### src/sawd_pkg.sv
// Notes on behaviour
// busy reads 1 during low-power tracking and during conversion; in edge-start mode tracking follows the pin and busy stays 0
// done flag sets on busy fall, sticky
// low-power code 11: timer2 tracks 3 clocks
// low-power code 01: timer3 tracks 3 clocks
// window flag sets when result matches window
// window flag sticky, cleared only by software
// every result compared, no software per conversion
// limits held as separately writable byte pairs
// limit ordering picks inside or outside window
// window flag readable by polling
// start code picks sw, timer3, edge, timer2
// enable clear shuts down, ignores triggers
package sawd_pkg;
   localparam logic [7:0] CTRL_ADDR = 8'hE8;
   localparam logic [7:0] UL_LO_ADDR = 8'hC4;
   localparam logic [7:0] UL_HI_ADDR = 8'hC5;
   localparam logic [7:0] LL_LO_ADDR = 8'hC6;
   localparam logic [7:0] LL_HI_ADDR = 8'hC7;
   localparam int EN_BIT = 7;
   localparam int TM_BIT = 6;
   localparam int DONE_BIT = 5;
   localparam int BUSY_BIT = 4;
   localparam int CM_HI_BIT = 3;
   localparam int CM_LO_BIT = 2;
   localparam int WIN_BIT = 1;
   localparam int LJST_BIT = 0;
   localparam logic [7:0] CTRL_RESET = 8'h00;
   localparam logic [7:0] UL_RESET = 8'hFF;
   localparam logic [7:0] LL_RESET = 8'h00;
   localparam logic [1:0] START_SW = 2'h0;
   localparam logic [1:0] START_T3 = 2'h1;
   localparam logic [1:0] START_EXT = 2'h2;
   localparam logic [1:0] START_T2 = 2'h3;
   localparam logic [1:0] TRACK_SAR_CLKS = 2'h3;
   localparam int DATA_W = 16;
   typedef enum logic [1:0] {SAWD_IDLE, SAWD_TRACK, SAWD_CONV} sawd_state_e;
endpackage

### src/sawd_window.sv
`timescale 1ns/1ns
module sawd_window #(
   parameter int W = 16
) (
   input wire logic [W-1:0] data_i,
   input wire logic [W-1:0] upper_i,
   input wire logic [W-1:0] lower_i,
   output logic match_o
);
   always_comb
   begin
      // less-than limit above greater-than limit means an inside window
      if (lower_i > upper_i)
         match_o = (data_i > upper_i) && (data_i < lower_i);
      else
         match_o = (data_i > upper_i) || (data_i < lower_i);
   end
endmodule // sawd_window

### src/sawd_top.sv
`timescale 1ns/1ns
module sawd_top #(
   parameter int RES_W = 12,
   parameter int SAR_DIV = 2
) (
   input wire logic core_clk_i,
   input wire logic reset_n_i,
   input wire logic [7:0] sfr_addr_i,
   input wire logic sfr_wr_i,
   input wire logic [7:0] sfr_wdata_i,
   output logic [7:0] sfr_rdata_o,
   input wire logic timer2_ovf_i,
   input wire logic timer3_ovf_i,
   input wire logic external_start_input_i,
   input wire logic core_done_i,
   input wire logic [RES_W-1:0] core_result_i,
   output logic core_enable_o,
   output logic core_track_o,
   output logic core_start_o,
   output logic [sawd_pkg::DATA_W-1:0] result_o,
   output logic conversion_done_flag_o,
   output logic window_match_flag_o
);
   localparam int DW = sawd_pkg::DATA_W;
   localparam int PAD = DW - RES_W;

   sawd_pkg::sawd_state_e state_q, state_d;
   logic converter_enable_q, track_mode_select_q, result_justify_select_q;
   logic [1:0] start_source_select_q;
   logic conversion_done_flag_q, window_match_flag_q;
   logic busy_prev_q, ext_prev_q, start_q;
   logic [1:0] trk_cnt_q;
   logic [$clog2(SAR_DIV+1)-1:0] div_q;
   logic sar_tick;
   logic [DW-1:0] upper_q, lower_q, result_q, justified;
   logic [7:0] rdata_d;
   logic conversion_busy, busy_fall, ext_rise, sw_start, trigger, match, result_take;
   logic ctrl_wr;

   assign ctrl_wr = sfr_wr_i && (sfr_addr_i == sawd_pkg::CTRL_ADDR);
   assign sw_start = ctrl_wr && sfr_wdata_i[sawd_pkg::BUSY_BIT];
   assign ext_rise = external_start_input_i && !ext_prev_q;
   assign conversion_busy = (state_q != sawd_pkg::SAWD_IDLE);
   assign busy_fall = busy_prev_q && !conversion_busy;
   assign result_take = core_done_i && (state_q == sawd_pkg::SAWD_CONV);
   assign justified = result_justify_select_q ? {core_result_i, {PAD{1'b0}}}
                                              : {{PAD{1'b0}}, core_result_i};

   always_comb
   begin
      case (start_source_select_q)
         sawd_pkg::START_SW: trigger = sw_start;
         sawd_pkg::START_T3: trigger = timer3_ovf_i;
         sawd_pkg::START_EXT: trigger = ext_rise;
         sawd_pkg::START_T2: trigger = timer2_ovf_i;
         default: trigger = 1'b0;
      endcase
   end

   // sar clock as an enable; held in reset while shut down to save power
   always_ff @(posedge core_clk_i or negedge reset_n_i)
   begin
      if (!reset_n_i)
         div_q <= '0;
      else if (!converter_enable_q || div_q == ($clog2(SAR_DIV+1))'(SAR_DIV - 1))
         div_q <= '0;
      else
         div_q <= div_q + 1'b1;
   end
   assign sar_tick = converter_enable_q && (div_q == ($clog2(SAR_DIV+1))'(SAR_DIV - 1));

   always_comb
   begin
      state_d = state_q;
      case (state_q)
         sawd_pkg::SAWD_IDLE:
            if (trigger)
            begin
               // edge-started low-power mode tracks on the pin level instead
               if (track_mode_select_q && start_source_select_q != sawd_pkg::START_EXT)
                  state_d = sawd_pkg::SAWD_TRACK;
               else
                  state_d = sawd_pkg::SAWD_CONV;
            end
         sawd_pkg::SAWD_TRACK:
            if (sar_tick && trk_cnt_q == sawd_pkg::TRACK_SAR_CLKS - 2'h1)
               state_d = sawd_pkg::SAWD_CONV;
         sawd_pkg::SAWD_CONV:
            if (core_done_i)
               state_d = sawd_pkg::SAWD_IDLE;
         default: state_d = sawd_pkg::SAWD_IDLE;
      endcase
      if (!converter_enable_q)
         state_d = sawd_pkg::SAWD_IDLE;
   end

   always_ff @(posedge core_clk_i or negedge reset_n_i)
   begin
      if (!reset_n_i)
      begin
         state_q <= sawd_pkg::SAWD_IDLE;
         start_q <= 1'b0;
         busy_prev_q <= 1'b0;
         // start pin idles high; a zero here would fake a rising edge after reset
         ext_prev_q <= 1'b1;
      end
      else
      begin
         state_q <= state_d;
         start_q <= (state_d == sawd_pkg::SAWD_CONV) && (state_q != sawd_pkg::SAWD_CONV);
         busy_prev_q <= conversion_busy;
         ext_prev_q <= external_start_input_i;
      end
   end

   always_ff @(posedge core_clk_i or negedge reset_n_i)
   begin
      if (!reset_n_i)
         trk_cnt_q <= 2'h0;
      else if (state_q != sawd_pkg::SAWD_TRACK)
         trk_cnt_q <= 2'h0;
      else if (sar_tick)
         trk_cnt_q <= trk_cnt_q + 2'h1;
   end

   always_ff @(posedge core_clk_i or negedge reset_n_i)
   begin
      if (!reset_n_i)
      begin
         converter_enable_q <= sawd_pkg::CTRL_RESET[sawd_pkg::EN_BIT];
         track_mode_select_q <= sawd_pkg::CTRL_RESET[sawd_pkg::TM_BIT];
         start_source_select_q <= sawd_pkg::CTRL_RESET[sawd_pkg::CM_HI_BIT:sawd_pkg::CM_LO_BIT];
         result_justify_select_q <= sawd_pkg::CTRL_RESET[sawd_pkg::LJST_BIT];
      end
      else if (ctrl_wr)
      begin
         converter_enable_q <= sfr_wdata_i[sawd_pkg::EN_BIT];
         track_mode_select_q <= sfr_wdata_i[sawd_pkg::TM_BIT];
         start_source_select_q <= sfr_wdata_i[sawd_pkg::CM_HI_BIT:sawd_pkg::CM_LO_BIT];
         result_justify_select_q <= sfr_wdata_i[sawd_pkg::LJST_BIT];
      end
   end

   // hardware set beats a software clear landing in the same cycle
   always_ff @(posedge core_clk_i or negedge reset_n_i)
   begin
      if (!reset_n_i)
         conversion_done_flag_q <= sawd_pkg::CTRL_RESET[sawd_pkg::DONE_BIT];
      else if (busy_fall)
         conversion_done_flag_q <= 1'b1;
      else if (ctrl_wr)
         conversion_done_flag_q <= sfr_wdata_i[sawd_pkg::DONE_BIT];
   end

   always_ff @(posedge core_clk_i or negedge reset_n_i)
   begin
      if (!reset_n_i)
         window_match_flag_q <= sawd_pkg::CTRL_RESET[sawd_pkg::WIN_BIT];
      else if (result_take && match)
         window_match_flag_q <= 1'b1;
      else if (ctrl_wr)
         window_match_flag_q <= sfr_wdata_i[sawd_pkg::WIN_BIT];
   end

   always_ff @(posedge core_clk_i or negedge reset_n_i)
   begin
      if (!reset_n_i)
      begin
         upper_q <= {sawd_pkg::UL_RESET, sawd_pkg::UL_RESET};
         lower_q <= {sawd_pkg::LL_RESET, sawd_pkg::LL_RESET};
      end
      else if (sfr_wr_i)
      begin
         case (sfr_addr_i)
            sawd_pkg::UL_HI_ADDR: upper_q[15:8] <= sfr_wdata_i;
            sawd_pkg::UL_LO_ADDR: upper_q[7:0] <= sfr_wdata_i;
            sawd_pkg::LL_HI_ADDR: lower_q[15:8] <= sfr_wdata_i;
            sawd_pkg::LL_LO_ADDR: lower_q[7:0] <= sfr_wdata_i;
            default: ;
         endcase
      end
   end

   always_ff @(posedge core_clk_i or negedge reset_n_i)
   begin
      if (!reset_n_i)
         result_q <= '0;
      else if (result_take)
         result_q <= justified;
   end

   sawd_window #(.W(DW)) u_window (
      .data_i(justified),
      .upper_i(upper_q),
      .lower_i(lower_q),
      .match_o(match)
   );

   always_comb
   begin
      case (sfr_addr_i)
         sawd_pkg::CTRL_ADDR: rdata_d = {converter_enable_q, track_mode_select_q,
                                         conversion_done_flag_q, conversion_busy,
                                         start_source_select_q, window_match_flag_q,
                                         result_justify_select_q};
         sawd_pkg::UL_HI_ADDR: rdata_d = upper_q[15:8];
         sawd_pkg::UL_LO_ADDR: rdata_d = upper_q[7:0];
         sawd_pkg::LL_HI_ADDR: rdata_d = lower_q[15:8];
         sawd_pkg::LL_LO_ADDR: rdata_d = lower_q[7:0];
         default: rdata_d = 8'h00;
      endcase
   end

   always_ff @(posedge core_clk_i or negedge reset_n_i)
   begin
      if (!reset_n_i)
         sfr_rdata_o <= 8'h00;
      else
         sfr_rdata_o <= rdata_d;
   end

   assign core_enable_o = converter_enable_q;
   assign core_start_o = start_q;
   assign result_o = result_q;
   assign conversion_done_flag_o = conversion_done_flag_q;
   assign window_match_flag_o = window_match_flag_q;
   always_comb
   begin
      if (!converter_enable_q)
         core_track_o = 1'b0;
      else if (!track_mode_select_q)
         core_track_o = (state_q == sawd_pkg::SAWD_IDLE);
      else if (start_source_select_q == sawd_pkg::START_EXT)
         core_track_o = (state_q == sawd_pkg::SAWD_IDLE) && !external_start_input_i;
      else
         core_track_o = (state_q == sawd_pkg::SAWD_TRACK);
   end
endmodule // sawd_top

### config.mk
export PLATFORM = sky130hd
export DESIGN_NAME = sawd_top
export DESIGN_NICKNAME = d
export VERILOG_FILES = /design/src/sawd_pkg.sv /design/src/sawd_window.sv /design/src/sawd_top.sv
export SDC_FILE = /design/constraint.sdc
export NUM_CORES = 1
export LEC_CHECK = 0
export BUFFER_PORTS_ARGS = -buffer_cell sky130_fd_sc_hd__buf_2
export CAP_MARGIN = 15
export CORE_ASPECT_RATIO = 0.8
export CORE_UTILIZATION = 40
export CTS_BUF_LIST = sky130_fd_sc_hd__clkbuf_4 sky130_fd_sc_hd__clkbuf_8 sky130_fd_sc_hd__clkbuf_16
export DETAILED_ROUTE_END_ITERATION = 8
export PLACE_DENSITY = 0.59
export SKIP_CTS_REPAIR_TIMING = 1
export SLEW_MARGIN = 20
export SYNTH_ARGS = -nofsm -noshare
export SYNTH_HDL_FRONTEND = slang
export SYNTH_HIERARCHICAL = 1
export SYNTH_SLANG_ARGS = --single-unit
### constraint.sdc
create_clock -name core_clk_i -period 2.79 [get_ports core_clk_i]
set_input_delay 0 -clock core_clk_i [delete_from_list [all_inputs] [get_ports core_clk_i]]
set_output_delay 0 -clock core_clk_i [all_outputs]
set_load 0.1 [all_outputs]
==> impl_metrics.env <==
export IMPL_outcome="complete, but fails checks"
export IMPL_failed_checks="hold timing"
export IMPL_min_from="sfr_wdata_i[5]"
export IMPL_finalNetCount=570
export IMPL_synthFlopType="dfrtp_1"
export IMPL_cts_root_buf="clkbuf_16"
export IMPL_critPathCaptureType="flop"
export IMPL_finalCritPeriodShare=0.9248
export IMPL_diodes=0
export IMPL_cts_reportedPaths_clkPinSlew_ps=60
export IMPL_ys_types=46
export IMPL_finish_instance_area_mm2=0.005356
export IMPL_cp_slowest_cell="dfrtp_2"
export IMPL_wirelength_mm=11.06
export IMPL_syn_num_nets=498
export IMPL_grt_max_degree=40
export IMPL_powerDensity_mw_per_mm2=554.1
export IMPL_cp_cell_sequence="buf_4 > and2_1 > ha_1 > nand4_2 > nor4_2 > a21boi_1 > nor4b_1 > a41oi_1 > maj3_2 > inv_1 > o21ai_0"
export IMPL_setup_viol=0
export IMPL_worst_pin_slew_ps=816.8
export IMPL_p_seq_frac=0.378
export IMPL_hp_class="in2reg"
export IMPL_regToRegEndpoint="window_match_flag_o$_DFFE_PN0P_"
export IMPL_placedCellCount=613
export IMPL_cap_violations=0
export IMPL_crit_fanout=7
export IMPL_max_stage_delay_ps=460
export IMPL_wire_per_inst_um=17.42
export IMPL_grt_pass1_wl_mm=17.66
export IMPL_synth_area_mm2=0.004463
export IMPL_grt_total_usage=0.2048
export IMPL_cts_tree="done"
export IMPL_clock_skew_ps=4.592
export IMPL_report_power_total_mw=2.968
export IMPL_synth_area_leaders="dfrtp_1 31%, mux2_2 14%, ha_1 14%"
export IMPL_dieArea_mm2=0.01159
export IMPL_crit_arrival_ps=2840
export IMPL_clkLatencyLatePin_ps=340
export IMPL_port_buffers=63
export IMPL_synth_top_area_cell="dfrtp_1"
export IMPL_clock_path_buffers=2
export IMPL_dpl_hpwl_mm=8.589
export IMPL_synth_top_cell_area_share=0.3084
export IMPL_worstSetupStartpointType="flop"
export IMPL_yosysWarnings=6
export IMPL_first_pass_iters=5
export IMPL_htree_levels=3
export IMPL_cts_sinks=72
export IMPL_rsz0062_at_grt="no"
export IMPL_whs_endpoint="conversion_done_flag_o$_DFFE_PN0P_"
export IMPL_path_class="reg2reg"
export IMPL_cts_buffers=9
export IMPL_final_cell_mix="63 x buf_2, 56 x mux2_2, 54 x dfrtp_1, 49 x ha_1, 41 x inv_1"
export IMPL_final_common_cell="buf_2"
export IMPL_fmax_mhz=387.6
export IMPL_drv_slew=0
export IMPL_p_clk_frac=0.462
export IMPL_hold_violations=5
export IMPL_rr_startpoint="result_justify_select_q$_DFFE_PN0P_"
export IMPL_seq_area_frac_synth=0.4085
export IMPL_cp_required_ps=3050
export IMPL_ys_ff_latch=72
export IMPL_detail_route_vias_per_cell=5.375
export IMPL_area_growth_pct=20.02
export IMPL_io_pins=64
export IMPL_postRouteAntennaNets=0
export IMPL_syn_inst=414
export IMPL_drt_iter0_drc=221
export IMPL_r2r_slack_ps=210
export IMPL_reg2reg_depth=11
export IMPL_slew_headroom=0.4554
export IMPL_syn_area_per_cell_um2=10.78
export IMPL_placed_area_mm2=0.004945
export IMPL_rows=34
export IMPL_antenna_found_initial=0
export IMPL_dr_total_vias=3413
export IMPL_start_util=0.4114
export IMPL_ir_drop_mv=0.3112
export IMPL_grt_pass1_vias=3286
export IMPL_holdWs_ps=-11.61
export IMPL_p_leak_nw=2.628
export IMPL_die_h_um=96.48
export IMPL_power_switching_mw=0.8083
export IMPL_synthArstFlopShare=1.000
export IMPL_synth_edf_count=0
export IMPL_place_gp_congestion=0.8857
export IMPL_power_internal_mw=2.160
export IMPL_core_area_mm2=0.01085
export IMPL_die_x_um=120.1
export IMPL_gr_total_overflow=0
export IMPL_period_needed_ps=2580
export IMPL_drive_above_1_share=0.3585
export IMPL_p_sw_frac=0.2723
export IMPL_stdcell_count=635
export IMPL_drc_errors=0
export IMPL_min_path_cells=3
export IMPL_combPwrFrac=0.160
synth_stat cells (all sizes together), types with 2 or more instances:
cell type  instances
a21boi             2
a21o               9
a21oi             30
a221o              9
a221oi             2
and2               5
and3               3
buf                4
clkbuf             7
dfrtp             55
dfstp             17
ha                49
inv               41
mux2              61
mux2i             10
nand2             25
nand2b             5
nand3              6
nand4              8
nand4b             2
nor2              12
nor2b              6
nor3               7
nor4               2
nor4b              2
o21ai             14
o22ai              2
or2                7
cell type report:
class                           count  area [um^2]
Sequential cell                    72         1824
Clock buffer                        9        225.2
Multi-Input combinational cell    290         2437
Timing Repair Buffer               72        407.9
Fill cell                         983         5492
Tap cell                          144        180.2
Clock inverter                      7        127.6
Inverter                           41        153.9
critical path: cells and delay by family (launching register included):
family | cells | cell delay (ps)
fa+ha+maj | 2 | 550
buf+inv | 2 | 200
simple gates | 4 | 750
compound gates | 3 | 540
flops | 1 | 460
routing by layer:
metal,wire (um),global-route usage,vias to the layer above
li1,-,-,1634
met3,553,0.03756,12
met4,159,0.06667,0
met2,4982,0.3089,95
met1,5365,0.2955,1672
met5,0,0,-
power groups by stage:
stage	registers (mW)	clock network, mW	logic, mW
after floorplan	1.19	0	0.264
after global placement	1.14	0	0.451
after detailed placement	1.14	0	0.464
after CTS	1.12	1.40	0.467
after global routing	1.13	1.43	0.526
final	1.12	1.37	0.474
flip-flops by register name, summed over array words and instances (netlist names):
signal / cells
start_source_select_q: 2
core_start_o: 1
busy_prev_q: 1
state_q: 2
div_q: 2
window_match_flag_o: 1
trk_cnt_q: 2
result_o: 16
sfr_rdata_o: 8
ext_prev_q: 1
upper_q: 16
core_enable_o: 1
conversion_done_flag_o: 1
lower_q: 16
track_mode_select_q: 1
result_justify_select_q: 1
through the flow:
step                      hold slack, ps  setup TNS, ps  utilization  worst slack, ps
after floorplan                   -295.6              0            -            153.9
after detailed placement           129.0              0       0.4558            14.90
final                             -11.61              0       0.4938            209.9
after global placement             124.8              0       0.4558            167.8
after global routing              -1.687              0       0.4938            49.69
after CTS                         -237.4         -10.76       0.4884           -10.76
worst max path at each step:
stage / start / endpoint / slack [ps] / cells after the start
after floorplan: core_enable_o$_DFFE_PN0P_ / core_track_o / 150 / 2
after global placement: result_justify_select_q$_DFFE_PN0P_ / window_match_flag_o$_DFFE_PN0P_ / 170 / 10
after detailed placement: result_justify_select_q$_DFFE_PN0P_ / window_match_flag_o$_DFFE_PN0P_ / 10 / 10
after CTS: result_justify_select_q$_DFFE_PN0P_ / window_match_flag_o$_DFFE_PN0P_ / -10 / 10
after global routing: result_justify_select_q$_DFFE_PN0P_ / window_match_flag_o$_DFFE_PN0P_ / 50 / 11
final: result_justify_select_q$_DFFE_PN0P_ / window_match_flag_o$_DFFE_PN0P_ / 210 / 11
cells by family (layout without fill, tap and decap cells):
family | Yosys count | in the layout | synth area share
flip-flops | 72 | 72 | 0.4085
AND/OR/NAND/NOR | 95 | 95 | 0.1197
multiplexers | 71 | 71 | 0.1805
XOR/XNOR | 1 | 1 | 0.001963
AO/OA/AOI/OAI | 73 | 73 | 0.1040
adder cells (fa/ha/maj) | 50 | 50 | 0.1399
buffers and inverters | 52 | 129 | 0.04542
Power figures use the tool's default switching activity.
